## config.mk

```make
export PLATFORM = sky130hd
export DESIGN_NAME = ebi_top
export DESIGN_NICKNAME = d
export VERILOG_FILES = /design/src/hw/ebi_pkg.sv /design/src/hw/ebi_sync.sv /design/src/hw/ebi_irq.sv /design/src/hw/ebi_top.sv
export SDC_FILE = /design/constraint.sdc
export NUM_CORES = 1
export LEC_CHECK = 0
export ABC_AREA = 1
export BUFFER_PORTS_ARGS = -buffer_cell sky130_fd_sc_hd__buf_4
export CAP_MARGIN = 0
export CORE_MARGIN = 3
export CORE_UTILIZATION = 45
export CTS_BUF_LIST = sky130_fd_sc_hd__clkbuf_16
export DETAILED_ROUTE_END_ITERATION = 10
export GPL_TIMING_DRIVEN = 0
export PLACE_DENSITY = 0.74
export SYNTH_ARGS = -nofsm -noshare
export SYNTH_HDL_FRONTEND = slang
export SYNTH_SLANG_ARGS = --single-unit
export TNS_END_PERCENT = 50
```

## constraint.sdc

```tcl
create_clock -name core_clk -period 2.2 [get_ports core_clk]
set_input_delay 0.44 -clock core_clk [delete_from_list [all_inputs] [get_ports core_clk]]
set_output_delay 0.44 -clock core_clk [all_outputs]
set_load 0.02 [all_outputs]
```

## src/hw/ebi_pkg.sv

```systemverilog
package ebi_pkg;
	// ==========================================
	// Widths
	localparam int EBI_ADDR_W = 23;
	localparam int EBI_LOW_W = 16;
	localparam int EBI_HIGH_W = 7;
	localparam int EBI_DATA_W = 16;
	localparam int EBI_NIRQ = 4;
	// ==========================================
	// Register offsets (word index on the register port)
	localparam logic [3:0] EBI_REG_BANK = 4'h0;
	localparam logic [3:0] EBI_REG_MASK = 4'h1;
	localparam logic [3:0] EBI_REG_IFR = 4'h2;
	localparam logic [3:0] EBI_REG_CTRL = 4'h3;
	localparam logic [3:0] EBI_REG_ISTAT = 4'h4;
	localparam logic [3:0] EBI_REG_IMASK = 4'h5;
	localparam logic [3:0] EBI_REG_PIN = 4'h6;
	// ==========================================
	// Field positions and reset values
	localparam int EBI_BANK_HOLDER_BIT = 0;
	localparam logic [15:0] EBI_BANK_RST = 16'h0001;
	localparam int EBI_CTRL_GMASK_BIT = 0;
	localparam logic [15:0] EBI_CTRL_RST = 16'h0001;
	localparam logic [3:0] EBI_MASK_RST = 4'h0;
	localparam logic [15:0] EBI_NMI_VEC = 16'h0078;
	localparam logic [15:0] EBI_INT_VEC0 = 16'h0080;
	localparam logic [15:0] EBI_VEC_STEP = 16'h0004;
	localparam int EBI_ACK_CYC = 2;
	// Status bits for the interrupt output
	localparam int EBI_EV_ACK = 0;
	localparam int EBI_EV_NMI = 1;
	localparam int EBI_EV_HOLD = 2;
	localparam int EBI_NEV = 3;
	// ==========================================
	// Bus cycle types
	typedef enum logic [1:0] {
		EBI_SP_PROG = 2'b00,
		EBI_SP_DATA = 2'b01,
		EBI_SP_IO = 2'b10
	} ebi_space_t;
endpackage

```

## src/hw/ebi_sync.sv

```systemverilog
`timescale 1ns/1ns
module ebi_sync #(
	parameter int W = 1
) (
	input wire logic core_clk,
	input wire logic resetn,
	input wire logic [W-1:0] d,
	output logic [W-1:0] q
);
	logic [W-1:0] meta_r;

	// ==========================================
	// Two stages; first stage read only here
	always_ff @(posedge core_clk or negedge resetn) begin
		if (!resetn) begin
			meta_r <= '0;
			q <= '0;
		end else begin
			meta_r <= d;
			q <= meta_r;
		end
	end
endmodule

```

## src/hw/ebi_irq.sv

```systemverilog
`timescale 1ns/1ns
module ebi_irq
	import ebi_pkg::*;
#(
	parameter int N = EBI_NIRQ
) (
	input wire logic core_clk,
	input wire logic resetn,
	input wire logic [N-1:0] irq_low,
	input wire logic nmi_low,
	input wire logic [N-1:0] mask,
	input wire logic gmask,
	input wire logic busy,
	input wire logic [N-1:0] flag_clr,
	output logic [N-1:0] flag_r,
	output logic take,
	output logic take_nmi,
	output logic [1:0] take_idx
);
	logic [N-1:0] irq_d_r;
	logic nmi_d_r;
	logic nmi_pend_r;
	logic [N-1:0] fall;
	logic [N-1:0] ready;

	assign fall = irq_d_r & ~irq_low;
	assign ready = flag_r & mask;

	// ==========================================
	// Flags latch falling edges; set beats clear
	always_ff @(posedge core_clk or negedge resetn) begin
		if (!resetn) begin
			irq_d_r <= '1;
			nmi_d_r <= 1'b1;
		end else begin
			irq_d_r <= irq_low;
			nmi_d_r <= nmi_low;
		end
	end

	always_ff @(posedge core_clk or negedge resetn) begin
		if (!resetn) begin
			flag_r <= '0;
		end else begin
			flag_r <= (flag_r & ~flag_clr & ~(take && !take_nmi ?
				N'(1) << take_idx : '0)) | fall;
		end
	end

	always_ff @(posedge core_clk or negedge resetn) begin
		if (!resetn) begin
			nmi_pend_r <= 1'b0;
		end else begin
			nmi_pend_r <= (nmi_pend_r && !(take && take_nmi)) ||
				(nmi_d_r && !nmi_low);
		end
	end

	// ==========================================
	// NMI ignores both masks; lowest input wins
	always_comb begin
		take = 1'b0;
		take_nmi = 1'b0;
		take_idx = 2'h0;
		if (!busy && nmi_pend_r) begin
			take = 1'b1;
			take_nmi = 1'b1;
		end else if (!busy && !gmask) begin
			for (int i = N - 1; i >= 0; i--) begin
				if (ready[i]) begin
					take = 1'b1;
					take_idx = 2'(i);
				end
			end
		end
	end
endmodule

```

## src/hw/ebi_top.sv

```systemverilog
// Contract
// - Low sixteen address lines serve every space
// - Upper seven lines only for program space
// - Address floats in hold or disable
// - Wide host select makes low address input
// - Sixteen-bit bidirectional data bus
// - Data floats unless writing, reset, hold
// - Disable low floats data bus
// - Holders keep last driven data level
// - Bank control register enables holders
// - Acknowledge pulses during vector fetch
// - Disable low floats acknowledge
// - Four inputs prioritized, individually maskable
// - Flag register shows pending inputs
// - Non-maskable input bypasses all masks
// - Non-maskable request traps to its vector
`timescale 1ns/1ns
module ebi_top
	import ebi_pkg::*;
#(
	parameter int AW = EBI_ADDR_W,
	parameter int DW = EBI_DATA_W
) (
	input wire logic core_clk,
	input wire logic resetn,
	// Core side bus request
	input wire logic core_req,
	input wire logic core_wr,
	input wire logic [1:0] core_space,
	input wire logic [AW-1:0] core_addr,
	input wire logic [DW-1:0] core_wdata,
	output logic core_ack,
	output logic [DW-1:0] core_rdata,
	// Pins
	input wire logic reset_n_in,
	input wire logic hold_n_in,
	output logic hold_ack_n_out,
	input wire logic out_en_n_in,
	input wire logic host_port_wide_select,
	input wire logic [EBI_LOW_W-1:0] addr_lsb_in,
	output logic [AW-1:0] addr_out,
	output logic [AW-1:0] addr_oe,
	output logic [EBI_LOW_W-1:0] host_port_addr,
	input wire logic [DW-1:0] data_in,
	output logic [DW-1:0] data_out,
	output logic [DW-1:0] data_oe,
	output logic [DW-1:0] host_port_rdata,
	output logic irq_ack_out,
	output logic irq_ack_oe,
	input wire logic [EBI_NIRQ-1:0] ext_irq_in,
	input wire logic nmi_n_in,
	output logic vec_valid,
	output logic [EBI_LOW_W-1:0] vec_addr,
	// Register port
	input wire logic [3:0] reg_addr,
	input wire logic [15:0] reg_wdata,
	input wire logic reg_wr,
	input wire logic reg_rd,
	output logic [15:0] reg_rdata,
	output logic irq_out
);
	localparam int PIN_W = EBI_NIRQ + 5;
	logic [PIN_W-1:0] pin_raw;
	logic [PIN_W-1:0] pin_sync;
	logic rst_s;
	logic hold_s;
	logic off_s;
	logic wide_s;
	logic nmi_s;
	logic [EBI_NIRQ-1:0] irq_s;
	logic [15:0] bank_switch_ctrl_reg;
	logic [EBI_NIRQ-1:0] irq_mask_reg;
	logic [15:0] ctrl_r;
	logic global_irq_mask_bit;
	logic [EBI_NIRQ-1:0] flag_r;
	logic [EBI_NIRQ-1:0] flag_clr;
	logic take;
	logic take_nmi;
	logic [1:0] take_idx;
	logic irq_busy;
	logic [1:0] ack_cnt_r;
	logic [EBI_LOW_W-1:0] vec_r;
	logic hold_r;
	logic [AW-1:0] addr_r;
	logic [DW-1:0] wdata_r;
	logic [DW-1:0] last_r;
	logic cyc_start;
	logic wr_active_r;
	logic cyc_r;
	logic space_prog_r;
	logic [EBI_NEV-1:0] istat_r;
	logic [EBI_NEV-1:0] imask_r;
	logic [EBI_NEV-1:0] ev;
	logic float_all;
	logic drive_data;
	logic bus_quiet;
	logic holder_on;

	// ==========================================
	// Pin synchronisers
	// Every control pin synced in its asserted sense, so reset reads idle
	assign pin_raw = {~reset_n_in, ~hold_n_in, ~out_en_n_in,
		host_port_wide_select, ~nmi_n_in, ~ext_irq_in};

	ebi_sync #(.W(PIN_W)) u_sync (
		.core_clk(core_clk),
		.resetn(resetn),
		.d(pin_raw),
		.q(pin_sync)
	);

	assign {rst_s, hold_s, off_s, wide_s, nmi_s, irq_s} = pin_sync;

	assign irq_busy = ack_cnt_r != 2'h0 || hold_r || rst_s;

	ebi_irq u_irq (
		.core_clk(core_clk),
		.resetn(resetn),
		.irq_low(~irq_s),
		.nmi_low(~nmi_s),
		.mask(irq_mask_reg),
		.gmask(global_irq_mask_bit),
		.busy(irq_busy),
		.flag_clr(flag_clr),
		.flag_r(flag_r),
		.take(take),
		.take_nmi(take_nmi),
		.take_idx(take_idx)
	);

	assign global_irq_mask_bit = ctrl_r[EBI_CTRL_GMASK_BIT];

	// ==========================================
	// Register write decode, shared by every writable word
	function automatic logic wr_hit(logic wr, logic [3:0] a,
		logic [3:0] target);
		return wr && (a == target);
	endfunction

	// ==========================================
	// Registers
	always_ff @(posedge core_clk or negedge resetn) begin
		if (!resetn) begin
			bank_switch_ctrl_reg <= EBI_BANK_RST;
		end else if (wr_hit(reg_wr, reg_addr, EBI_REG_BANK)) begin
			bank_switch_ctrl_reg <= reg_wdata;
		end
	end

	always_ff @(posedge core_clk or negedge resetn) begin
		if (!resetn) begin
			irq_mask_reg <= EBI_MASK_RST;
		end else if (wr_hit(reg_wr, reg_addr, EBI_REG_MASK)) begin
			irq_mask_reg <= reg_wdata[EBI_NIRQ-1:0];
		end
	end

	always_ff @(posedge core_clk or negedge resetn) begin
		if (!resetn) begin
			ctrl_r <= EBI_CTRL_RST;
		end else if (wr_hit(reg_wr, reg_addr, EBI_REG_CTRL)) begin
			ctrl_r <= reg_wdata;
		end
	end

	always_ff @(posedge core_clk or negedge resetn) begin
		if (!resetn) begin
			imask_r <= '0;
		end else if (wr_hit(reg_wr, reg_addr, EBI_REG_IMASK)) begin
			imask_r <= reg_wdata[EBI_NEV-1:0];
		end
	end

	assign flag_clr = wr_hit(reg_wr, reg_addr, EBI_REG_IFR) ?
		reg_wdata[EBI_NIRQ-1:0] : '0;

	always_ff @(posedge core_clk or negedge resetn) begin
		if (!resetn) begin
			reg_rdata <= '0;
		end else if (reg_rd) begin
			unique case (reg_addr)
				EBI_REG_BANK: reg_rdata <= bank_switch_ctrl_reg;
				EBI_REG_MASK: reg_rdata <= 16'(irq_mask_reg);
				EBI_REG_IFR: reg_rdata <= 16'(flag_r);
				EBI_REG_CTRL: reg_rdata <= ctrl_r;
				EBI_REG_ISTAT: reg_rdata <= 16'(istat_r);
				EBI_REG_IMASK: reg_rdata <= 16'(imask_r);
				EBI_REG_PIN: reg_rdata <= {11'h000, hold_r, off_s, wide_s,
					rst_s, nmi_s};
				default: reg_rdata <= '0;
			endcase
		end else begin
			reg_rdata <= '0;
		end
	end

	// ==========================================
	// Interrupt status, write one to clear; set wins
	assign ev[EBI_EV_ACK] = take;
	assign ev[EBI_EV_NMI] = take && take_nmi;
	assign ev[EBI_EV_HOLD] = hold_s && !hold_r;

	always_ff @(posedge core_clk or negedge resetn) begin
		if (!resetn) begin
			istat_r <= '0;
		end else begin
			istat_r <= (istat_r & ~(wr_hit(reg_wr, reg_addr, EBI_REG_ISTAT) ?
				reg_wdata[EBI_NEV-1:0] : '0)) | ev;
		end
	end

	assign irq_out = |(istat_r & imask_r);

	// ==========================================
	// Hold arbitration, granted between cycles
	always_ff @(posedge core_clk or negedge resetn) begin
		if (!resetn) begin
			hold_r <= 1'b0;
		end else if (!cyc_r) begin
			hold_r <= hold_s;
		end
	end

	assign hold_ack_n_out = ~hold_r;

	// ==========================================
	// Bus cycle: one core cycle per access
	// Refused requests are not queued; the core keeps its request up
	assign cyc_start = core_req && !cyc_r && !bus_quiet;

	always_ff @(posedge core_clk or negedge resetn) begin
		if (!resetn) begin
			cyc_r <= 1'h0;
			wr_active_r <= 1'h0;
		end else begin
			cyc_r <= cyc_start;
			wr_active_r <= cyc_start && core_wr;
		end
	end

	// Address and data stay after the cycle; the holder drives its own copy, last_r
	always_ff @(posedge core_clk or negedge resetn) begin
		if (!resetn) begin
			addr_r <= '0;
			wdata_r <= '0;
			space_prog_r <= 1'h0;
		end else if (cyc_start) begin
			addr_r <= core_addr;
			wdata_r <= core_wdata;
			space_prog_r <= core_space == EBI_SP_PROG;
		end
	end

	assign core_ack = cyc_r;

	always_ff @(posedge core_clk or negedge resetn) begin
		if (!resetn) begin
			core_rdata <= '0;
		end else if (cyc_r && !wr_active_r) begin
			core_rdata <= data_in;
		end
	end

	// ==========================================
	// Acknowledge and vector fetch
	always_ff @(posedge core_clk or negedge resetn) begin
		if (!resetn) begin
			ack_cnt_r <= 2'h0;
		end else if (take) begin
			ack_cnt_r <= 2'(EBI_ACK_CYC);
		end else if (ack_cnt_r != 2'h0) begin
			ack_cnt_r <= ack_cnt_r - 2'h1;
		end
	end

	always_ff @(posedge core_clk or negedge resetn) begin
		if (!resetn) begin
			vec_r <= '0;
		end else if (take) begin
			vec_r <= take_nmi ? EBI_NMI_VEC :
				EBI_INT_VEC0 + EBI_VEC_STEP * 16'(take_idx);
		end
	end

	assign vec_valid = ack_cnt_r != 2'h0;
	assign vec_addr = vec_r;

	// ==========================================
	// Pin drivers; disable overrides all
	assign float_all = off_s || hold_r;
	// Vector fetch owns low lines while acknowledging
	always_comb begin
		addr_out = addr_r;
		if (vec_valid) begin
			addr_out = {EBI_HIGH_W'(0), vec_r};
		end else if (!space_prog_r) begin
			addr_out = {EBI_HIGH_W'(0), addr_r[EBI_LOW_W-1:0]};
		end
	end

	always_comb begin
		addr_oe = '0;
		if (!float_all) begin
			if (!wide_s) begin
				addr_oe[EBI_LOW_W-1:0] = '1;
			end
			if ((cyc_r && space_prog_r) && !vec_valid) begin
				addr_oe[AW-1:EBI_LOW_W] = '1;
			end
		end
	end

	assign host_port_addr = wide_s ? addr_lsb_in : '0;

	// Reset pin and hold, requested or granted, silence the data bus and stop new cycles
	assign bus_quiet = rst_s || hold_s || hold_r;
	assign drive_data = wr_active_r && !bus_quiet;

	// Holder remembers only what this end drove
	always_ff @(posedge core_clk or negedge resetn) begin
		if (!resetn) begin
			last_r <= '0;
		end else if (drive_data && !off_s) begin
			last_r <= wdata_r;
		end
	end

	// Holder is a weak keeper: modelled as drive of the last value,
	// so it must yield to reads, hold and the reset pin
	assign holder_on = bank_switch_ctrl_reg[EBI_BANK_HOLDER_BIT];
	always_comb begin
		data_out = last_r;
		data_oe = '0;
		if (!off_s) begin
			if (drive_data) begin
				data_out = wdata_r;
				data_oe = '1;
			end else if (holder_on && !cyc_r && !bus_quiet) begin
				data_oe = '1;
			end
		end
	end

	assign host_port_rdata = wide_s ? data_in : '0;

	assign irq_ack_out = ~vec_valid;
	assign irq_ack_oe = !off_s;
endmodule

```

==> results of run 1 <==
## stage by stage
step / instances / total power (W)
after floorplan: 853 / 0.00522
after global placement: 1330 / 0.00621
after detailed placement: 1331 / 0.00628
after CTS: 1381 / 0.00943
after global routing: 1383 / 0.00993
final: 1383 / 0.00941
## cells by family (layout without fill, tap and decap cells)
group | after synthesis | after routing | share of synthesized area [%]
and+or+nand+nor | 331 | 331 | 17.9
buffers and inverters | 200 | 514 | 13.3
DFF | 167 | 167 | 56.5
AOI/OAI and AO/OA | 128 | 128 | 9.09
muxes | 16 | 16 | 2.94
adders and majority gates | 1 | 1 | 0.169
other | 1 | 10 | 0.0506
## layer usage
| metal | GRT usage (%) | part of all wire (%) |
|---|---|---|
| met3 | 5.78 | 7.8 |
| met1 | 28.4 | 41 |
| met2 | 35.1 | 48 |
| met5 | 0 | 0 |
| met4 | 8.71 | 2.7 |
## timing repair
| item | 4_1_cts | 5_1_grt |
|---|---|---|
| gates resized for setup | 77 | 21 |
| buffers inserted | 15 | 3 |
| hold buffers | 1 | 0 |
| pin swaps | 6 | 5 |
| endpoints found under the setup margin | 108 | 60 |
| endpoints found under the hold margin | 60 | 0 |
| cloned | 2 | 0 |
## power by group through the flow
stage | Clock, W | Sequential, W | Combinational [W]
detailed placement | 0 | 0.00394 | 0.00234
global route | 0.00319 | 0.00397 | 0.00277
finish | 0.00299 | 0.00391 | 0.00252
floorplan | 0 | 0.00402 | 0.00120
global placement | 0 | 0.00392 | 0.00229
CTS | 0.00305 | 0.00390 | 0.00248
## synthesized netlist by cell type (2+ instances only)
cell,number,area [µm²]
nand2_2,2,12.5
dfstp_2,7,184
nand2_1,260,976
o21a_1,4,30.0
buf_6,2,22.5
nor2_1,25,93.8
clkbuf_1,14,52.6
dfrtp_1,160,4000
inv_2,4,15.0
o31ai_1,4,30.0
nor2_4,2,22.5
nor2_2,4,25.0
nand3_1,29,145
nor3_1,3,15.0
and3_1,3,18.8
o21ai_0,91,455
o21ai_1,9,45.0
inv_1,116,435
buf_2,13,65.1
mux2_2,6,67.6
buf_4,49,368
a21oi_1,16,80.1
mux2_4,10,150
## critical path, cell delays in order (launching register included)
cell and delay [ps]:
dfrtp_2 430, nor2_4 110, nand4_1 160, buf_6 200, buf_4 150, nand2_2 70, o21ai_2 50, buf_4 150
## how the worst max path moves through the flow
| stage | start | to | cells after the start |
|---|---|---|---|
| global route | hold_r$_DFFE_PN0N_ | data_out[6] | 7 |
| detailed placement | hold_r$_DFFE_PN0N_ | data_oe[2] | 5 |
| global placement | hold_r$_DFFE_PN0N_ | data_oe[8] | 5 |
| CTS | u_sync.q[8]$_DFF_PN0_ | data_out[6] | 7 |
| finish | hold_r$_DFFE_PN0N_ | data_out[6] | 7 |
| floorplan | u_sync.q[6]$_DFF_PN0_ | data_oe[10] | 4 |
## final cells by class
class / count / area share [%]
plain buffers: 80 / 5.52
well taps: 216 / 2.51
flip-flops and latches: 167 / 38.9
repair buffers: 282 / 20.7
clock buffers: 17 / 3.95
multi-input cells: 486 / 22.6
clock inverters: 15 / 1.59
inverters: 120 / 4.21
==> flow_summary.ini, run 1 <==
[drt]
wl_per_cell_um = 14.3
drt-initial-drc-count = 318
ant_nets = 0
drc_errors = 0
vias_per_cell = 4.66
drt_wl_total_um = 19800
vias = 6448
drt-pass1-iter-count = 5

[floorplan]
dieWidth_um = 134
die-area_um2 = 18000
coreArea_um2 = 16000
rows = 46
ios = 272
die_y_um = 134
initial_core_util_pct = 46.3

[setup_path]
cp_max_fo = 5
r2r_start = ack_cnt_r[0]$_DFFE_PN0P_
end_kind = output pin
rrSetupSlack_ps = 520
crit_type = register to output pin
crit_arrival_ps = 1760
r2r_cells = 8
r2r_end = vec_addr[3]$_DFFE_PN0P_
start_kind = register
required_ps = 1760

[clock_tree]
cts_htree_levels = 4
clk_pin_slew_worst_paths_ps = 70
cts_buffers = 17
clock_path_buffers = 2
ctsRootBufferMaster = clkbuf_16
cts_sinks = 167
clock_latency_ps = 420
cts_tree = done

[finish]
multi_input_area_um2 = 2430
diodes = 0
fillCellCount = 1317
final_common_cell = buf_4
register_area_um2 = 4190
largest_register_ff_count = 23
top_register = addr_r
area_delta_synth_final_pct = 45.4
drive_gt1_share_pct = 38.9
post-route-util_pct = 67.3
fin_area_um2 = 10800
nNetsFinal = 1263
final_cell_mix = 309 x buf_4, 246 x nand2_1, 158 x dfrtp_1

[sta]
rsz0062_at_grt = yes
fmax_mhz = 454
fin_crit_ps = 2200
slew_viol_final = 0
whs_ps = 116
maxSlewHeadroom_pct = 63.5
finalHoldViolCount = 0
period_share_pct = 100
setup_viol = 1
setup_ws_ps = -0.376
tightest_slew_ps = 548
finalSetupTns_ps = -0.376
finClkSkew_ps = 5.96

[synth]
async_flop_share_pct = 100
synthesis.instances = 844
syn_area_um2 = 7410
synth-edff-count = 0
synth_area_per_cell_um2 = 8.77
synth_cell_types = 34
yosysWarnings = 0
yosysSeqAreaShare_pct = 56.5
synthFlopType = dfrtp_1
ys_ff_latch = 167

[worst_hold_path]
hold_depth = 1
min_path_type = primary input to register
min_from = host_port_wide_select
hold_path_end = u_sync.meta_r[5]$_DFF_PN0_

[pwr]
power.density_nw_per_um2 = 874
p_int_w = 0.00643
switchingPower_w = 0.00298
p_comb_share_pct = 26.8
p_clk_share_pct = 31.7
leakage_nw = 5.93
ir_worst_vdd_mv = 1.04
pwr-share-seq_pct = 41.5
p_sw_share_pct = 31.7

[placement]
gp_congestion = 0.832
dp_hpwl_um = 14200
dp_slack_ps = -310
io_buffer_count = 261
dpl_cell_area_um2 = 9720

[global_routing]
grt_pass1_vias = 6248
antenna_found_initial = 0
grt_max_degree = 106
grt_pass1_wl_um = 31300
grt.total_usage_pct = 21.9
grt-ovfl-total = 0

[job]
drv_cap = 0

[run_status]
violations = negative setup slack
outcome = finished, violations left
Power figures use the tool's default switching activity.
==> run 2: changes to the inputs <==
==> constraint.sdc (replaced) <==
create_clock -name core_clk -period 2.65 [get_ports core_clk]
set_input_delay 0.53 -clock core_clk [delete_from_list [all_inputs] [get_ports core_clk]]
set_output_delay 0.53 -clock core_clk [all_outputs]
set_load 0.02 [all_outputs]
==> run 2 against run 1 <==
Against the previous run:
- routed wire length grew 1.6%
- clock skew grew 1.7 ps
- via count shrank 1.7%
- hold slack gained 100 ps
- power shrank 18%
- register-to-register slack gained 450 ps
- critical path depth shrank 1
- cell count shrank 1.1%
- sequential power shrank 17%
- the flow now finishes without violations
==> flow_summary.ini, run 2 (same netlist as run 1, synthesis figures left out) <==
[drt]
wl_per_cell_um = 14.7
drc_errors = 0
ant_nets = 0
drt-pass1-iter-count = 5
drt_wl_total_um = 20100
vias = 6338
drt-initial-drc-count = 337
vias_per_cell = 4.63

[floorplan]
ios = 272
die_y_um = 134
initial_core_util_pct = 46.3
rows = 46
die-area_um2 = 18000
dieWidth_um = 134
coreArea_um2 = 16000

[finish]
fillCellCount = 1389
top_register = addr_r
final_common_cell = buf_4
post-route-util_pct = 64.9
register_area_um2 = 4190
nNetsFinal = 1248
multi_input_area_um2 = 2300
largest_register_ff_count = 23
diodes = 0
final_cell_mix = 312 x buf_4, 259 x nand2_1, 159 x dfrtp_1
drive_gt1_share_pct = 35.2
area_delta_synth_final_pct = 40.2

[sta]
finalSetupTns_ps = 0
setup_viol = 0
maxSlewHeadroom_pct = 60.7
fin_crit_ps = 2550
tightest_slew_ps = 589
finClkSkew_ps = 7.68
period_share_pct = 96.3
fmax_mhz = 392
slew_viol_final = 0
finalHoldViolCount = 0

[pwr]
p_total_w = 0.00771
power.density_nw_per_um2 = 743
ir_worst_vdd_mv = 0.563
leakage_nw = 5.78

[global_routing]
grt_pass1_wl_um = 31300
grt.total_usage_pct = 22.0
grt_max_degree = 124
antenna_found_initial = 0
grt_pass1_vias = 6139
grt-ovfl-total = 0

[clock_tree]
cts_buffers = 17
ctsRootBufferMaster = clkbuf_16
clock_latency_ps = 420
cts_sinks = 167
clk_pin_slew_worst_paths_ps = 60
cts_tree = done
cts_htree_levels = 4
clock_path_buffers = 2

[placement]
dp_hpwl_um = 15100
io_buffer_count = 261
gp_congestion = 0.797

[setup_path]
start_kind = register
crit_type = register to output pin
required_ps = 2120
end_kind = output pin
cp_max_fo = 10
crit_arrival_ps = 2020

[run_status]
outcome = finished, final reports clean

[worst_hold_path]
min_path_type = primary input to register

[job]
drv_cap = 0
==> run 2: path summary, 6_finish.rpt <==
check	cells after the start	from	end	slack, ps
max	6	hold_r$_DFFE_PN0N_	data_out[7]	100
min	1	host_port_wide_select	u_sync.meta_r[5]$_DFF_PN0_	220
max reg2reg	6	hold_r$_DFFE_PN0N_	wdata_r[13]$_DFFE_PN0P_	970
min reg2reg	0	u_sync.meta_r[8]$_DFF_PN0_	u_sync.q[8]$_DFF_PN0_	350
max in group asynchronous	3	resetn	hold_r$_DFFE_PN0N_	1160
min in group asynchronous	2	resetn	wdata_r[8]$_DFFE_PN0P_	590
==> run 2: per-layer routing <==
layer	track usage, %	vias to the layer above	part of all wire (%)
li1	-	3141	-
met4	5.94	0	1.3
met2	38.6	233	51
met1	26.3	2945	39
met5	0	-	0
met3	6.86	19	8.9
==> run 2: what timing repair did <==
item,CTS,global route
endpoints found under the setup margin,25,27
setup buffers,1,2
gates resized for setup,6,4
pin swaps,2,2
endpoints found under the hold margin,4,0
hold buffers,1,0
==> run 2: report_power, final <==
part / internal [W] / switching (W)
clock: 0.00149 / 0.00103
combinational: 0.000838 / 0.00113
sequential: 0.00299 / 0.000245
total: 0.00532 / 0.00240
==> run 2: worst max-delay path: stages (launching register included) <==
cell,delay (ps)
dfrtp_2,460
nor2_4,160
nand4_1,200
buf_6,210
buf_6,140
o21ai_0,250
buf_4,200
==> run 2: final cells by class <==
cell class	count	area share [%]
inverter	120	4.34
multi-input combinational	486	22.1
timing repair buffer	267	19.6
clock buffer	17	4.10
sequential	167	40.3
clock inverter	15	1.71
tap	216	2.60
buffer	80	5.19
==> run 2: stage by stage <==
stage	cells	setup WS (ps)	area (µm²)	hold slack, ps
2_1_floorplan	853	51.8	7450	234
3_3_place_gp	1330	-291	9680	333
3_5_place_dp	1332	126	9730	336
4_1_cts	1366	18.1	10400	199
5_1_grt	1368	-7.88	10400	207
6_report	1368	98.5	10400	217
==> run 3: changes to the inputs <==
--- a/config.mk
+++ b/config.mk
@@ -14,6 +14,7 @@
 export DETAILED_ROUTE_END_ITERATION = 10
 export GPL_TIMING_DRIVEN = 0
 export PLACE_DENSITY = 0.74
+export RECOVER_POWER = 100
 export SYNTH_ARGS = -nofsm -noshare
 export SYNTH_HDL_FRONTEND = slang
 export SYNTH_SLANG_ARGS = --single-unit
==> run 3 against run 2 <==
Against the previous run:
- global-route usage did not move
- register-to-register slack worse by 360 ps
- sequential cell count unchanged
- sequential power barely moved
- worst setup slack got worse by 8.1 ps
- clock-buffer cell count unchanged
- clock power about the same
- fmax shrank 0.32%
- combinational power decreased by 11%
- hold slack better by 20 ps
- critical path type unchanged
- largest cell class unchanged
==> flow_summary.ini, run 3 (same netlist as run 1, synthesis figures left out) <==
[setup_path]
critPathTopFamily = buffers and inverters
required_ps = 2120
crit_buf_inv = 3
crit_top_cell = buf_6
start_kind = register
cp_max_fo = 10
crit_type = register to output pin
crit_path_max_incr_delay_ps = 460
r2r_cells = 5
crit_arrival_ps = 2030
path_cells = nor2_4 > nand4_1 > buf_6 > buf_6 > o21ai_0 > clkbuf_2
cp.depth = 6
end_kind = output pin
critPathSlowestCell = dfrtp_2

[clock_tree]
cts_buffers = 17
clock_latency_ps = 420
cts_tree = done
cts_sinks = 167
clk_pin_slew_worst_paths_ps = 60
cts_htree_levels = 4
ctsRootBufferMaster = clkbuf_16
clock_path_buffers = 2

[drt]
vias_per_cell = 4.64
routed.top_layer = met4
wl_met2_um = 10100
wl_met1_um = 7810
drt-initial-drc-count = 348
vias = 6346
ant_nets = 0
drt_wl_total_um = 20100
wl_per_cell_um = 14.7
drc_errors = 0
met3_length_um = 1840
drt-pass1-iter-count = 5

[placement]
dp_hpwl_um = 15100
dp.cells = 1332
io_buffer_count = 261
gp_congestion = 0.797
dp_slack_ps = 126

[finish]
top_register = addr_r
instances_no_fill = 1368
multi_input_area_um2 = 2240
final_common_cell = nand2_1
post-route-util_pct = 61.9
final_cell_mix = 261 x nand2_1, 176 x buf_4, 159 x dfrtp_1
nNetsFinal = 1248
diodes = 0
area_delta_synth_final_pct = 33.7
register_area_um2 = 4190
fillCellCount = 1532
largest_register_ff_count = 23
drive_gt1_share_pct = 25.5

[pwr]
power.density_nw_per_um2 = 755
ir_worst_vdd_mv = 0.519
leakage_nw = 5.33
p_total_w = 0.00748

[run_status]
outcome = finished, final reports clean

[sta]
finClkSkew_ps = 6.91
setup_viol = 0
finalSetupTns_ps = 0
period_share_pct = 96.6
fmax_mhz = 391
maxSlewHeadroom_pct = 21.0
fin_crit_ps = 2560
finalHoldViolCount = 0
slew_viol_final = 0
tightest_slew_ps = 1190
setup_ws_ps = 90.4
rsz0062_at_grt = no

[worst_hold_path]
min_path_type = primary input to register
hold_depth = 1

[floorplan]
die-area_um2 = 18000
ios = 272
rows = 46
die_y_um = 134
initial_core_util_pct = 46.3
coreArea_um2 = 16000
dieWidth_um = 134

[global_routing]
grt_pass1_wl_um = 31300
grt-ovfl-total = 0
grt_max_degree = 124
grt.total_usage_pct = 22.0
grt_pass1_vias = 6139
antenna_found_initial = 0

[job]
drv_cap = 0
==> run 3: cell count changes in the layout (fill, tap and decap cells not counted), sizes merged <==
cell / delta
buf: -149
clkbuf: +149
==> run 3: repair_timing <==
action | in CTS | in global routing
endpoints found under the setup margin | 25 | 27
gates resized for setup | 6 | 4
endpoints found under the hold margin | 4 | 0
buffers inserted | 1 | 2
hold buffers | 1 | 0
pin swaps | 2 | 2
==> run 3: worst paths after layout <==
check | startpoint | slack, ps | endpoint
hold reg to reg | u_sync.meta_r[1]$_DFF_PN0_ | 350 | u_sync.q[1]$_DFF_PN0_
setup / recovery | hold_r$_DFFE_PN0N_ | 90 | data_out[7]
hold / removal | host_port_wide_select | 240 | u_sync.meta_r[5]$_DFF_PN0_
setup reg to reg | core_ack$_DFF_PN0_ | 610 | core_rdata[7]$_DFFE_PN0P_
max in group asynchronous | resetn | 600 | hold_r$_DFFE_PN0N_
min in group asynchronous | resetn | 880 | wdata_r[8]$_DFFE_PN0P_
==> run 3: stage by stage <==
step	hold slack, ps	area (µm²)
2_1_floorplan	234	7450
3_3_place_gp	333	9680
3_5_place_dp	336	9730
4_1_cts	199	10400
5_1_grt	230	9900
6_report	237	9900
==> run 3: worst register-to-register path, stage by stage (launching register included) <==
cell and delay (ps):
dfrtp_1 400, inv_1 140, or2_0 140, clkbuf_1 370, clkbuf_1 480, mux2_1 380
==> run 3: routing by layer <==
layer | track usage, % | up-vias
li1 | - | 3140
met2 | 38.6 | 245
met5 | 0 | -
met1 | 26.3 | 2934
met3 | 6.86 | 27
met4 | 5.94 | 0
==> run 3: power breakdown <==
part | switching (W) | total [W] | internal, W
Clock | 0.00102 | 0.00251 | 0.00149
Sequential | 0.000240 | 0.00323 | 0.00299
Combinational | 0.00111 | 0.00174 | 0.000622
==> run 3: layout make-up <==
type	count	area share [%]
flip-flops and latches	167	42.3
multi-input cells	486	22.6
well taps	216	2.73
clock buffers	17	4.30
plain buffers	80	5.09
inverters	120	4.55
clock inverters	15	1.79
repair buffers	267	16.6
